### src/hw/pll_cfg_pkg.sv
// Constants, field layouts, reset images and carrier types for the loop configuration block.
// Assumes a byte-wide register port with a five-bit register address on the same clock.
package pll_cfg_pkg;

  // ---------------------------------------------------------------
  // Sizes
  // ---------------------------------------------------------------
  localparam int SET_COUNT = 4;
  localparam int OUT_COUNT = 6;

  // ---------------------------------------------------------------
  // Register addresses (one byte each)
  // ---------------------------------------------------------------
  localparam logic [4:0] ADDR_FB_BASE = 5'h00;
  localparam logic [4:0] ADDR_OUT_BASE = 5'h04;
  localparam logic [4:0] ADDR_CTRL_BASE = 5'h08;
  localparam logic [4:0] ADDR_STYLE_BASE = 5'h0C;
  localparam logic [4:0] ADDR_DRIVE_BASE = 5'h10;
  localparam logic [4:0] ADDR_LAST = 5'h17;

  // ---------------------------------------------------------------
  // Field positions in the control byte
  // ---------------------------------------------------------------
  localparam int CTRL_PUMP_LSB = 0;
  localparam int CTRL_INDIV_LSB = 2;
  localparam int CTRL_PRE_LSB = 4;
  localparam int CTRL_SKIP_BIT = 6;

  // Byte bit that carries each output's enable or style, index is the output number
  localparam logic [5:0][2:0] Q_BIT_POS = {3'h7, 3'h6, 3'h5, 3'h3, 3'h2, 3'h1};

  // ---------------------------------------------------------------
  // Decode tables
  // ---------------------------------------------------------------
  localparam logic [2:0] IN_DIV_RATIO_0 = 3'h1;
  localparam logic [2:0] IN_DIV_RATIO_1 = 3'h2;
  localparam logic [2:0] IN_DIV_RATIO_2 = 3'h4;
  localparam logic [2:0] IN_DIV_RATIO_3 = 3'h5;
  localparam logic [6:0] OUT_DIV_MIN = 7'h02;
  localparam logic [6:0] OUT_DIV_ODD_LIMIT = 7'h05;
  localparam logic [7:0] FB_CODE_MIN = 8'h08;
  localparam logic [7:0] FB_CODE_MAX = 8'h7D;
  localparam logic [8:0] PUMP0_MIN = 9'h010;
  localparam logic [8:0] PUMP0_MAX = 9'h030;
  localparam logic [8:0] PUMP1_MIN = 9'h030;
  localparam logic [8:0] PUMP1_MAX = 9'h064;
  localparam logic [8:0] PUMP2_MIN = 9'h064;
  localparam logic [8:0] PUMP2_MAX = 9'h0FA;
  localparam logic [8:0] PUMP3_MIN = 9'h0C0;
  localparam logic [8:0] PUMP3_MAX = 9'h0FA;

  // ---------------------------------------------------------------
  // Types
  // ---------------------------------------------------------------
  typedef enum logic [1:0] {PRE_HALF, PRE_ONE, PRE_TWO} prescale_t;

  typedef struct packed {
    logic [7:0] fb_div_code;
    logic [6:0] out_div_code;
    logic loop_skip;
    logic [1:0] prescale_sel;
    logic [1:0] input_div_sel;
    logic [1:0] pump_current_sel;
    logic [5:0] out_drive_on;
    logic [5:0] out_style_pick;
  } cfg_set_t;

  typedef struct packed {
    logic [2:0] input_div;
    prescale_t prescale;
    logic [8:0] fb_div;
    logic [6:0] out_div;
    logic [1:0] pump_current_sel;
    logic loop_skip;
    logic fb_range_ok;
    logic pump_range_ok;
    logic [10:0] freq_num;
    logic [10:0] freq_den;
  } loop_ctrl_t;

  // ---------------------------------------------------------------
  // Factory images, index is the set number
  // ---------------------------------------------------------------
  localparam cfg_set_t [3:0] CFG_RESET = {
    cfg_set_t'{8'h4B, 7'h06, 1'b0, 2'h0, 2'h1, 2'h2, 6'h3F, 6'h00},
    cfg_set_t'{8'h20, 7'h04, 1'b0, 2'h2, 2'h0, 2'h1, 6'h3F, 6'h3F},
    cfg_set_t'{8'h14, 7'h08, 1'b0, 2'h2, 2'h0, 2'h0, 6'h3F, 6'h3F},
    cfg_set_t'{8'h19, 7'h08, 1'b0, 2'h2, 2'h0, 2'h1, 6'h3F, 6'h3F}
  };

endpackage

### src/hw/sync3.sv
// Three-stage pin synchroniser with agreement filter.
// Assumes rst_n is already synchronous to clock.
`timescale 1ns/1ps
module sync3 #(
  parameter int WIDTH = 1
) (
  // Clock and reset
  input wire logic clock,
  input wire logic rst_n,
  // Pin side
  input wire logic [WIDTH-1:0] async_in,
  // Clock side
  output logic [WIDTH-1:0] stable_out
);

  logic [WIDTH-1:0] ff1_reg;
  logic [WIDTH-1:0] ff2_reg;
  logic [WIDTH-1:0] ff3_reg;
  logic [WIDTH-1:0] stable_reg;
  wire [WIDTH-1:0] differ = ff2_reg ^ ff3_reg;
  wire [WIDTH-1:0] stable_next = (ff2_reg & ~differ) | (stable_reg & differ);

  if (WIDTH < 1) begin : g_check
    $error("sync3 WIDTH must be at least 1");
  end

  always_ff @(posedge clock or negedge rst_n) begin
    if (!rst_n) begin
      ff1_reg <= '0;
      ff2_reg <= '0;
      ff3_reg <= '0;
      stable_reg <= '0;
    end else begin
      ff1_reg <= async_in;
      ff2_reg <= ff1_reg;
      ff3_reg <= ff2_reg;
      stable_reg <= stable_next;
    end
  end

  assign stable_out = stable_reg;

endmodule

### src/hw/pll_config_field_decode.sv
// Four configuration sets for the synthesizer loop, their register port and field decode.
// Assumes the serial front end presents byte writes and reads on this clock;
// select pins arrive asynchronously.
`timescale 1ns/1ps

module pll_config_field_decode
  import pll_cfg_pkg::*;
#(
  parameter int SETS = SET_COUNT,
  parameter int OUTPUTS = OUT_COUNT
) (
  // Clock and reset
  input wire logic clock,
  input wire logic resetn,
  // Register port
  input wire logic reg_wr_en,
  input wire logic reg_rd_en,
  input wire logic [4:0] reg_addr,
  input wire logic [7:0] reg_wr_data,
  output logic [7:0] reg_rd_data,
  // Select pins
  input wire logic clk_src_sel_pin,
  input wire logic [1:0] freq_set_pick_pin,
  // Loop and output controls
  output logic [1:0] active_set,
  output loop_ctrl_t loop_ctrl,
  output logic [5:0] out_drive_on,
  output logic [5:0] out_style_pick
);

  // ---------------------------------------------------------------
  // Elaboration checks
  // ---------------------------------------------------------------
  if (SETS != SET_COUNT || OUTPUTS != OUT_COUNT) begin : g_check
    $error("register map serves exactly four sets and six outputs");
  end

  // ---------------------------------------------------------------
  // Helpers
  // ---------------------------------------------------------------
  function automatic logic [5:0] extract_q(input logic [7:0] b);
    logic [5:0] q;
    q = '0;
    for (int i = 0; i < OUT_COUNT; i++) begin
      q[i] = b[Q_BIT_POS[i]];
    end
    return q;
  endfunction

  function automatic logic [7:0] insert_q(input logic [5:0] q);
    logic [7:0] b;
    b = '0;
    for (int i = 0; i < OUT_COUNT; i++) begin
      b[Q_BIT_POS[i]] = q[i];
    end
    return b;
  endfunction

  function automatic logic [2:0] decode_input_div(input logic [1:0] sel, input logic xtal);
    logic [2:0] r;
    r = IN_DIV_RATIO_0;
    if (!xtal) begin
      case (sel)
        2'h0: r = IN_DIV_RATIO_0;
        2'h1: r = IN_DIV_RATIO_1;
        2'h2: r = IN_DIV_RATIO_2;
        default: r = IN_DIV_RATIO_3;
      endcase
    end
    return r;
  endfunction

  function automatic prescale_t decode_prescale(input logic [1:0] sel);
    prescale_t p;
    p = PRE_TWO;
    if (sel == 2'h0) begin
      p = PRE_ONE;
    end else if (sel == 2'h1) begin
      p = PRE_HALF;
    end
    return p;
  endfunction

  function automatic logic [6:0] decode_out_div(input logic [6:0] code);
    logic [6:0] n;
    n = {code[6:1], 1'b0};
    if (code < OUT_DIV_MIN) begin
      n = OUT_DIV_MIN;
    end else if (code <= OUT_DIV_ODD_LIMIT) begin
      n = code;
    end
    return n;
  endfunction

  function automatic logic pump_range_check(input logic [1:0] sel, input logic [8:0] m);
    logic ok;
    ok = 1'b0;
    case (sel)
      2'h0: ok = (m >= PUMP0_MIN) && (m <= PUMP0_MAX);
      2'h1: ok = (m >= PUMP1_MIN) && (m <= PUMP1_MAX);
      2'h2: ok = (m >= PUMP2_MIN) && (m <= PUMP2_MAX);
      default: ok = (m >= PUMP3_MIN) && (m <= PUMP3_MAX);
    endcase
    return ok;
  endfunction

  // ---------------------------------------------------------------
  // Factory image checks
  // ---------------------------------------------------------------
  for (genvar s = 0; s < SET_COUNT; s++) begin : g_image
    if (CFG_RESET[s].fb_div_code < FB_CODE_MIN ||
        CFG_RESET[s].fb_div_code > FB_CODE_MAX) begin : g_bad_fb
      $error("factory feedback code outside the legal window");
    end
    if (!pump_range_check(CFG_RESET[s].pump_current_sel,
                          {CFG_RESET[s].fb_div_code, 1'b0})) begin : g_bad_pump
      $error("factory pump code outside its feedback window");
    end
  end

  // ---------------------------------------------------------------
  // Reset release
  // ---------------------------------------------------------------
  logic [1:0] rst_sync_reg;
  wire rst_n = rst_sync_reg[1];

  always_ff @(posedge clock or negedge resetn) begin
    if (!resetn) begin
      rst_sync_reg <= 2'h0;
    end else begin
      rst_sync_reg <= {rst_sync_reg[0], 1'b1};
    end
  end

  // ---------------------------------------------------------------
  // Select pin synchronisers
  // ---------------------------------------------------------------
  logic [2:0] pins_stable;
  wire clk_src_is_clk = pins_stable[2];
  wire [1:0] set_pick = pins_stable[1:0];

  sync3 #(
    .WIDTH(3)
  ) u_pin_sync (
    .clock(clock),
    .rst_n(rst_n),
    .async_in({clk_src_sel_pin, freq_set_pick_pin}),
    .stable_out(pins_stable)
  );

  // ---------------------------------------------------------------
  // Configuration bank
  // ---------------------------------------------------------------
  cfg_set_t bank_reg [SET_COUNT];
  cfg_set_t bank_next [SET_COUNT];

  for (genvar s = 0; s < SET_COUNT; s++) begin : g_set
    wire hit_fb = reg_wr_en && (reg_addr == ADDR_FB_BASE + 5'(s));
    wire hit_out = reg_wr_en && (reg_addr == ADDR_OUT_BASE + 5'(s));
    wire hit_ctrl = reg_wr_en && (reg_addr == ADDR_CTRL_BASE + 5'(s));
    wire hit_style = reg_wr_en && (reg_addr == ADDR_STYLE_BASE + 5'(s));
    wire hit_drive = reg_wr_en && (reg_addr == ADDR_DRIVE_BASE + 5'(s));

    // Independent fields per set
    assign bank_next[s].fb_div_code = hit_fb ? reg_wr_data : bank_reg[s].fb_div_code;
    assign bank_next[s].out_div_code = hit_out ? reg_wr_data[6:0] : bank_reg[s].out_div_code;
    assign bank_next[s].loop_skip = hit_ctrl ? reg_wr_data[CTRL_SKIP_BIT] :
                                    bank_reg[s].loop_skip;
    assign bank_next[s].prescale_sel = hit_ctrl ? reg_wr_data[CTRL_PRE_LSB +: 2] :
                                       bank_reg[s].prescale_sel;
    assign bank_next[s].input_div_sel = hit_ctrl ? reg_wr_data[CTRL_INDIV_LSB +: 2] :
                                        bank_reg[s].input_div_sel;
    assign bank_next[s].pump_current_sel = hit_ctrl ? reg_wr_data[CTRL_PUMP_LSB +: 2] :
                                           bank_reg[s].pump_current_sel;
    assign bank_next[s].out_style_pick = hit_style ? extract_q(reg_wr_data) :
                                         bank_reg[s].out_style_pick;
    assign bank_next[s].out_drive_on = hit_drive ? extract_q(reg_wr_data) :
                                       bank_reg[s].out_drive_on;

    always_ff @(posedge clock or negedge rst_n) begin
      if (!rst_n) begin
        bank_reg[s] <= CFG_RESET[s];
      end else begin
        bank_reg[s] <= bank_next[s];
      end
    end
  end

  // ---------------------------------------------------------------
  // Register read
  // ---------------------------------------------------------------
  wire [1:0] rd_set = reg_addr[1:0];
  logic [7:0] rd_byte;

  always_comb begin
    rd_byte = 8'h00;
    if (reg_addr > ADDR_LAST) begin
      rd_byte = 8'h00;
    end else if (reg_addr >= ADDR_DRIVE_BASE) begin
      rd_byte = insert_q(bank_reg[rd_set].out_drive_on);
      if (reg_addr > ADDR_DRIVE_BASE + 5'h03) begin
        rd_byte = 8'h00;
      end
    end else if (reg_addr >= ADDR_STYLE_BASE) begin
      rd_byte = insert_q(bank_reg[rd_set].out_style_pick);
    end else if (reg_addr >= ADDR_CTRL_BASE) begin
      rd_byte[CTRL_SKIP_BIT] = bank_reg[rd_set].loop_skip;
      rd_byte[CTRL_PRE_LSB +: 2] = bank_reg[rd_set].prescale_sel;
      rd_byte[CTRL_INDIV_LSB +: 2] = bank_reg[rd_set].input_div_sel;
      rd_byte[CTRL_PUMP_LSB +: 2] = bank_reg[rd_set].pump_current_sel;
    end else if (reg_addr >= ADDR_OUT_BASE) begin
      rd_byte = {1'b0, bank_reg[rd_set].out_div_code};
    end else begin
      rd_byte = bank_reg[rd_set].fb_div_code;
    end
  end

  logic [7:0] rd_data_reg;
  wire [7:0] rd_data_next = reg_rd_en ? rd_byte : rd_data_reg;

  always_ff @(posedge clock or negedge rst_n) begin
    if (!rst_n) begin
      rd_data_reg <= 8'h00;
    end else begin
      rd_data_reg <= rd_data_next;
    end
  end

  // ---------------------------------------------------------------
  // Active set selection and decode
  // ---------------------------------------------------------------
  // Set chosen by the select pins
  wire cfg_set_t act = bank_reg[set_pick];
  wire [2:0] dec_input_div = decode_input_div(act.input_div_sel, !clk_src_is_clk);
  wire prescale_t dec_prescale = decode_prescale(act.prescale_sel);
  wire [8:0] dec_fb_div = {act.fb_div_code, 1'b0};
  wire [6:0] dec_out_div = decode_out_div(act.out_div_code);
  // Host-side legality, flagged only
  wire dec_fb_ok = (act.fb_div_code >= FB_CODE_MIN) && (act.fb_div_code <= FB_CODE_MAX);
  // Pump code against its feedback window
  wire dec_pump_ok = pump_range_check(act.pump_current_sel, dec_fb_div);

  // Ratio in half steps: num = M*2*PS (or 2*PS when bypassed), den = 2*P*N
  wire [1:0] pre_shift = (dec_prescale == PRE_TWO) ? 2'h2 :
                         (dec_prescale == PRE_ONE) ? 2'h1 : 2'h0;
  wire [10:0] loop_gain = act.loop_skip ? 11'h001 : {2'h0, dec_fb_div};
  wire [10:0] dec_num = loop_gain << pre_shift;
  wire [9:0] p_times_n = 10'(dec_input_div * dec_out_div);
  wire [10:0] dec_den = {p_times_n, 1'b0};

  loop_ctrl_t ctrl_next;
  assign ctrl_next.input_div = dec_input_div;
  assign ctrl_next.prescale = dec_prescale;
  assign ctrl_next.fb_div = dec_fb_div;
  assign ctrl_next.out_div = dec_out_div;
  assign ctrl_next.pump_current_sel = act.pump_current_sel;
  assign ctrl_next.loop_skip = act.loop_skip;
  assign ctrl_next.fb_range_ok = dec_fb_ok;
  assign ctrl_next.pump_range_ok = dec_pump_ok;
  assign ctrl_next.freq_num = dec_num;
  assign ctrl_next.freq_den = dec_den;

  // ---------------------------------------------------------------
  // Output registers
  // ---------------------------------------------------------------
  loop_ctrl_t ctrl_reg;
  logic [1:0] active_set_reg;
  logic [5:0] drive_reg;
  logic [5:0] style_reg;

  always_ff @(posedge clock or negedge rst_n) begin
    if (!rst_n) begin
      ctrl_reg <= '0;
      active_set_reg <= 2'h0;
      drive_reg <= 6'h00;
      style_reg <= 6'h00;
    end else begin
      ctrl_reg <= ctrl_next;
      active_set_reg <= set_pick;
      drive_reg <= act.out_drive_on;
      style_reg <= act.out_style_pick;
    end
  end

  assign reg_rd_data = rd_data_reg;
  assign loop_ctrl = ctrl_reg;
  assign active_set = active_set_reg;
  assign out_drive_on = drive_reg;
  assign out_style_pick = style_reg;

endmodule

### config.mk
export PLATFORM = sky130hd
export DESIGN_NAME = pll_config_field_decode
export DESIGN_NICKNAME = d
export VERILOG_FILES = /design/src/hw/pll_cfg_pkg.sv /design/src/hw/sync3.sv /design/src/hw/pll_config_field_decode.sv
export SDC_FILE = /design/constraint.sdc
export NUM_CORES = 1
export LEC_CHECK = 0
export BUFFER_PORTS_ARGS = -buffer_cell sky130_fd_sc_hd__buf_2
export CORE_ASPECT_RATIO = 1.5
export CORE_MARGIN = 2
export CORE_UTILIZATION = 56
export CTS_BUF_LIST = sky130_fd_sc_hd__clkbuf_2
export CTS_CLUSTER_DIAMETER = 80
export DETAILED_ROUTE_END_ITERATION = 7
export HOLD_SLACK_MARGIN = 0.02
export PLACE_DENSITY = 0.83
export SLEW_MARGIN = 20
export SYNTH_ARGS = -nofsm -noshare
export SYNTH_HDL_FRONTEND = slang
export SYNTH_SLANG_ARGS = --single-unit
### constraint.sdc
create_clock -name clock -period 6.63 [get_ports clock]
set_clock_uncertainty 0.15 [all_clocks]
set_input_delay 0.663 -clock clock [delete_from_list [all_inputs] [get_ports clock]]
set_output_delay 0.663 -clock clock [all_outputs]
set_load 0.02 [all_outputs]
==> results of run 1 <==
metal layers:
| layer | vias up | wire (um) | GRT usage |
|---|---|---|---|
| met3 | 72 | 1220 | 0.0397 |
| met1 | 3298 | 8480 | 0.296 |
| met4 | 0 | 1100 | 0.129 |
| met5 | - | 0 | 0 |
| met2 | 252 | 11900 | 0.411 |
| li1 | 2825 | - | - |
cells by family (layout without fill, tap and decap cells):
family / after synthesis / count (layout) / share of synthesized area
xor gates and xnor gates: 6 / 6 / 0.00507
muxes: 225 / 225 / 0.311
and+or+nand+nor: 104 / 104 / 0.0489
buffers and inverters: 69 / 212 / 0.0314
AOI/OAI and AO/OA: 62 / 62 / 0.0385
other: 2 / 4 / 0.000725
adders and majority gates: 22 / 22 / 0.0301
DFF: 218 / 218 / 0.534
per-stage QoR:
stage / hold slack, ns / power, mW / instance area, um2
floorplan: 0.181 / 2.56 / 10400
global placement: 0.183 / 2.80 / 10900
detailed placement: 0.188 / 2.86 / 10900
CTS: 0.104 / 3.68 / 11400
global route: 0.127 / 3.84 / 11400
finish: 0.141 / 3.64 / 11400
worst min path at each step:
stage / startpoint / endpoint / slack [ns]
global placement: u_pin_sync.ff1_reg[2]$_DFF_PN0_ / u_pin_sync.ff2_reg[2]$_DFF_PN0_ / 0.18
detailed placement: u_pin_sync.ff1_reg[1]$_DFF_PN0_ / u_pin_sync.ff2_reg[1]$_DFF_PN0_ / 0.19
finish: reg_wr_data[7] / bank_reg[107]$_DFFE_PN1P_ / 0.14
floorplan: rst_sync_reg[0]$_DFF_PN0_ / rst_sync_reg[1]$_DFF_PN0_ / 0.18
global route: reg_wr_data[7] / bank_reg[5]$_DFFE_PN0P_ / 0.13
CTS: reg_wr_data[7] / bank_reg[107]$_DFFE_PN1P_ / 0.10
cells in the mapped netlist (all sizes together), types with 6 or more instances:
cell	instances	area [um2]
a21oi	27	135
mux2	146	1640
nor2	34	128
dfrtp	154	3850
nor2b	9	56.3
buf	27	168
dfstp	64	1680
inv	20	75.1
mux2i	17	170
ha	12	150
nand2	32	120
clkbuf	21	78.8
nor3	7	40.0
mux4	62	1410
fa	6	120
power by group:
group          leakage, nW  switching (mW)  internal [mW]
sequential            2.62           0.170           1.66
combinational         2.30           0.538          0.468
clock                0.335           0.517          0.290
worst max-delay path: cells and delay by family, from the launching register on:
family	cells	cell delay, ns
adders and majority gates	3	1.06
DFF	1	0.90
and+or+nand+nor	3	0.80
muxes	1	0.76
AOI/OAI and AO/OA	4	0.71
xor gates and xnor gates	1	0.16
final cells by class:
| cell class | count | area [um2] | share of cell area |
|---|---|---|---|
| diodes | 1 | 2.50 | 0.000220 |
| clock buffers | 71 | 355 | 0.0312 |
| clock inverters | 21 | 81.3 | 0.00714 |
| inverters | 21 | 78.8 | 0.00692 |
| multi-input cells | 422 | 4510 | 0.396 |
| flip-flops and latches | 218 | 5540 | 0.487 |
| well taps | 217 | 272 | 0.0238 |
| repair buffers | 99 | 544 | 0.0478 |
==> flow_metrics.tcl, run 1 <==
set metrics [dict create \
    outcome "finished, final reports clean" \
    die_h_um 171 \
    leakagePower_nw 5.26 \
    drv_slew 0 \
    fillCellCount 1355 \
    maxSlewHeadroom 0.374 \
    dpl.hpwl_mm 15.3 \
    synthFlopType "dfrtp_1" \
    worst_r2r_path_depth 12 \
    wirelength_mm 22.7 \
    final_core_util 0.632 \
    gr-usage-all-layers 0.242 \
    endpoint "loop_ctrl[9]$_DFF_PN0_" \
    ys_ff_latch 218 \
    whs_path_depth 2 \
    cts_sinks 218 \
    timing_hold_violations_final 0 \
    max_freq_mhz 214 \
    post-cts-setup-buffers 0 \
    timing.final.ws_setup_ns 1.95 \
    dr_total_vias 6447 \
    ys_warn_count 0 \
    drtPass1Iterations 5 \
    ys_types 58 \
    path_class "reg -> reg" \
    cp.arrival_ns 5.17 \
    cts_hold_buf 6 \
    cts-resized-gates 0 \
    final_common_cell "dfrtp_1" \
    syn_area_mm2 0.0104 \
    cap_violations 0 \
    drc 0 \
    place_ws_ns 1.96 \
    grt_first_pass_wirelength_mm 36.5 \
    min_period_ns 4.68 \
    boundaryPins 90 \
    powerDensity_mw_per_mm2 320 \
    tns_ns 0 \
    fin_crit_sh 0.705 \
    final_cell_mix "dfrtp_1, mux2_2, buf_2, clkbuf_2, dfstp_2" \
    clk_latency_ns 0.79 \
    grt_max_degree 85 \
    routed_via_density 6.03 \
    wire_per_inst_um 21.2 \
    initial_core_util 0.575 \
    final_cells 1070 \
    r2r_slack_ns 1.95 \
    rows 60 \
    tightest_slew_ns 0.939 \
    critPathLaunchType "register" \
    synth.avg_cell_area_um2 14.6 \
    cp_max_fo 24 \
    drive_gt1_frac 0.523 \
    cp_cell_sequence "mux4_1, nor4_2, nand3_1, nor2b_1, fa_1, ha_1, fa_1, a21o_1, a21oi_1, o21bai_1, a21oi_1, xnor2_1" \
    num-nets-final 849 \
    cts_tree "built" \
    cp.required_ns 7.12 \
    slowest_delay_ns 0.90 \
    clk_pin_slew_ns 0.11 \
    port_buffers 87 \
    drt-initial-drc-count 399 \
    overflow 0 \
    critPathSlowestCell "dfrtp_2" \
    die_w_um 115 \
    postRouteAntennaNets 0 \
    grt_pass1_vias 6881 \
    syn2layout_area_growth_pct 9.90 \
    antenna_found_initial 1 \
    largest_reg_flops 136 \
    core_area_mm2 0.0180 \
    placed_cells 971 \
    regToRegEndpoint "loop_ctrl[9]$_DFF_PN0_" \
    setup_viol 0 \
    ys_async_sr_fraction 1.00 \
    ir_worst_vdd_uv 148 \
    clk_path_buf_depth 3 \
    cts_root_buffer "clkbuf_2" \
    die_area_mm2 0.0196 \
    hold_class "in -> reg" \
    cts_made_buffers 49 \
    synth-edff-count 0 \
    end_kind "register" \
    gp_congestion 0.869 \
    htree_num_levels 2 \
    syn_inst 708 \
    ys_seq_area_frac 0.534 \
    rsz0062_at_grt "no" \
]
No activity file was read; power rests on OpenSTA's default activity.
==> run 2: changes to the inputs <==
Settings changed: PLACE_DENSITY 0.83 to 0.8.
Clock period 6.63 ns to 4.7 ns, I/O delays scaled along.
==> flow_metrics.tcl, run 2 (synthesis gave the netlist of run 1 again) <==
set metrics [dict create \
    outcome "finished, final reports clean" \
    rsz0062_at_grt "no" \
    drv_slew 0 \
    drt-initial-drc-count 455 \
    path_class "reg -> reg" \
    dr_total_vias 6476 \
    hold_class "in -> reg" \
    drc 0 \
    cts_made_buffers 50 \
    cp.required_ns 5.21 \
    cts_root_buffer "clkbuf_2" \
    antenna_found_initial 2 \
    cp.arrival_ns 4.82 \
    tightest_slew_ns 0.789 \
    die_area_mm2 0.0196 \
    num-nets-final 856 \
    largest_reg_flops 136 \
    postRouteAntennaNets 0 \
    final_cell_mix "dfrtp_1, mux2_2, buf_2, clkbuf_2, dfstp_2" \
    cts_tree "built" \
    place_ws_ns 0.426 \
    final_cells 1076 \
    gp_congestion 0.868 \
    timing.final.ws_setup_ns 0.386 \
    grt_first_pass_wirelength_mm 37.1 \
    clk_pin_slew_ns 0.13 \
    wirelength_mm 23.0 \
    cap_violations 0 \
    die_w_um 115 \
    dpl.hpwl_mm 16.1 \
    timing_hold_violations_final 0 \
    wire_per_inst_um 21.4 \
    htree_num_levels 2 \
    powerDensity_mw_per_mm2 456 \
    post-cts-setup-buffers 0 \
    max_freq_mhz 232 \
    overflow 0 \
    design_area_mm2 0.0115 \
    cts_sinks 218 \
    drtPass1Iterations 5 \
    placement.cell_area_mm2 0.0109 \
    critPathLaunchType "register" \
    end_kind "register" \
    core_area_mm2 0.0180 \
    syn2layout_area_growth_pct 10.9 \
    cts-resized-gates 0 \
    cts_hold_buf 10 \
    min_period_ns 4.31 \
    fin_crit_sh 0.918 \
    placed_cells 973 \
    ir_worst_vdd_uv 197 \
    cp_max_fo 14 \
    clk_latency_ns 0.79 \
    gr-usage-all-layers 0.247 \
    fillCellCount 1361 \
    initial_core_util 0.575 \
    grt_max_degree 97 \
    final_common_cell "dfrtp_1" \
    grt_pass1_vias 7022 \
    power_mw 5.24 \
    maxSlewHeadroom 0.474 \
    boundaryPins 90 \
    die_h_um 171 \
    tns_ns 0 \
    drive_gt1_frac 0.533 \
    clk_path_buf_depth 3 \
    leakagePower_nw 5.32 \
    port_buffers 87 \
    routed_via_density 6.02 \
    rows 60 \
    setup_viol 0 \
]
==> run 2: cell types whose count changed in the layout (fill, tap and decap cells not counted) <==
cell | previous run | this run
clkbuf_2 | 71 | 78
clkinv_2 | 2 | 3
clkinv_1 | 19 | 10
bufinv_16 | 0 | 1
buf_6 | 1 | 0
buf_12 | 0 | 1
buf_4 | 5 | 7
dlygate4sd3_1 | 6 | 10
==> run 2: where the power goes <==
group	internal [mW]	switching, mW
Sequential	2.34	0.231
Clock	0.494	0.729
Combinational	0.665	0.774
==> run 2: cell type report <==
class	count	area [um2]	area share
Inverter	21	78.8	0.00686
Clock inverter	14	82.6	0.00719
Antenna cell	1	2.50	0.000218
Clock buffer	78	390	0.0340
Tap cell	217	272	0.0236
Timing Repair Buffer	105	608	0.0529
Sequential cell	218	5540	0.482
Multi-Input combinational cell	422	4510	0.393
==> run 2: through the flow <==
| stage | hold slack (ns) | utilization |
|---|---|---|
| after CTS | 0.0373 | 0.637 |
| after floorplan | 0.0244 | - |
| after global placement | 0.105 | 0.605 |
| after global routing | 0.0401 | 0.638 |
| final | 0.0696 | 0.638 |
| after detailed placement | 0.109 | 0.606 |
==> run 2: worst paths after layout <==
path                                            startpoint                         endpoint  slack [ns]  cells after the start
setup reg to reg                                  register           loop_ctrl[9]$_DFF_PN0_        0.39                     12
setup / recovery                                  register           loop_ctrl[9]$_DFF_PN0_        0.39                     12
min in group asynchronous        rst_sync_reg[1]$_DFF_PN0_      out_style_pick[2]$_DFF_PN0_        0.26                      0
hold reg to reg            u_pin_sync.ff1_reg[0]$_DFF_PN0_  u_pin_sync.ff2_reg[0]$_DFF_PN0_        0.20                      0
max in group asynchronous        rst_sync_reg[1]$_DFF_PN0_        out_drive_on[4]$_DFF_PN0_        2.87                      1
hold / removal                              reg_wr_data[1]         bank_reg[13]$_DFFE_PN1P_        0.07                      2
==> run 2: layer usage <==
metal	routed length (um)	global-route usage	up-vias
li1	-	-	2843
met1	8590	0.291	3321
met2	12200	0.437	226
met3	1200	0.0411	86
met4	1010	0.120	0
met5	0	0	-
==> run 2: critical path, cell delays in order, from the launching register on <==
cell and delay, ns:
dfrtp_2 0.64, mux4_1 0.72, nor4_2 0.35, nand3_1 0.20, nor2b_1 0.22, fa_1 0.42, ha_1 0.24, fa_1 0.41
a21o_1 0.20, a21oi_1 0.24, o21bai_1 0.10, a21oi_1 0.18, xnor2_1 0.13
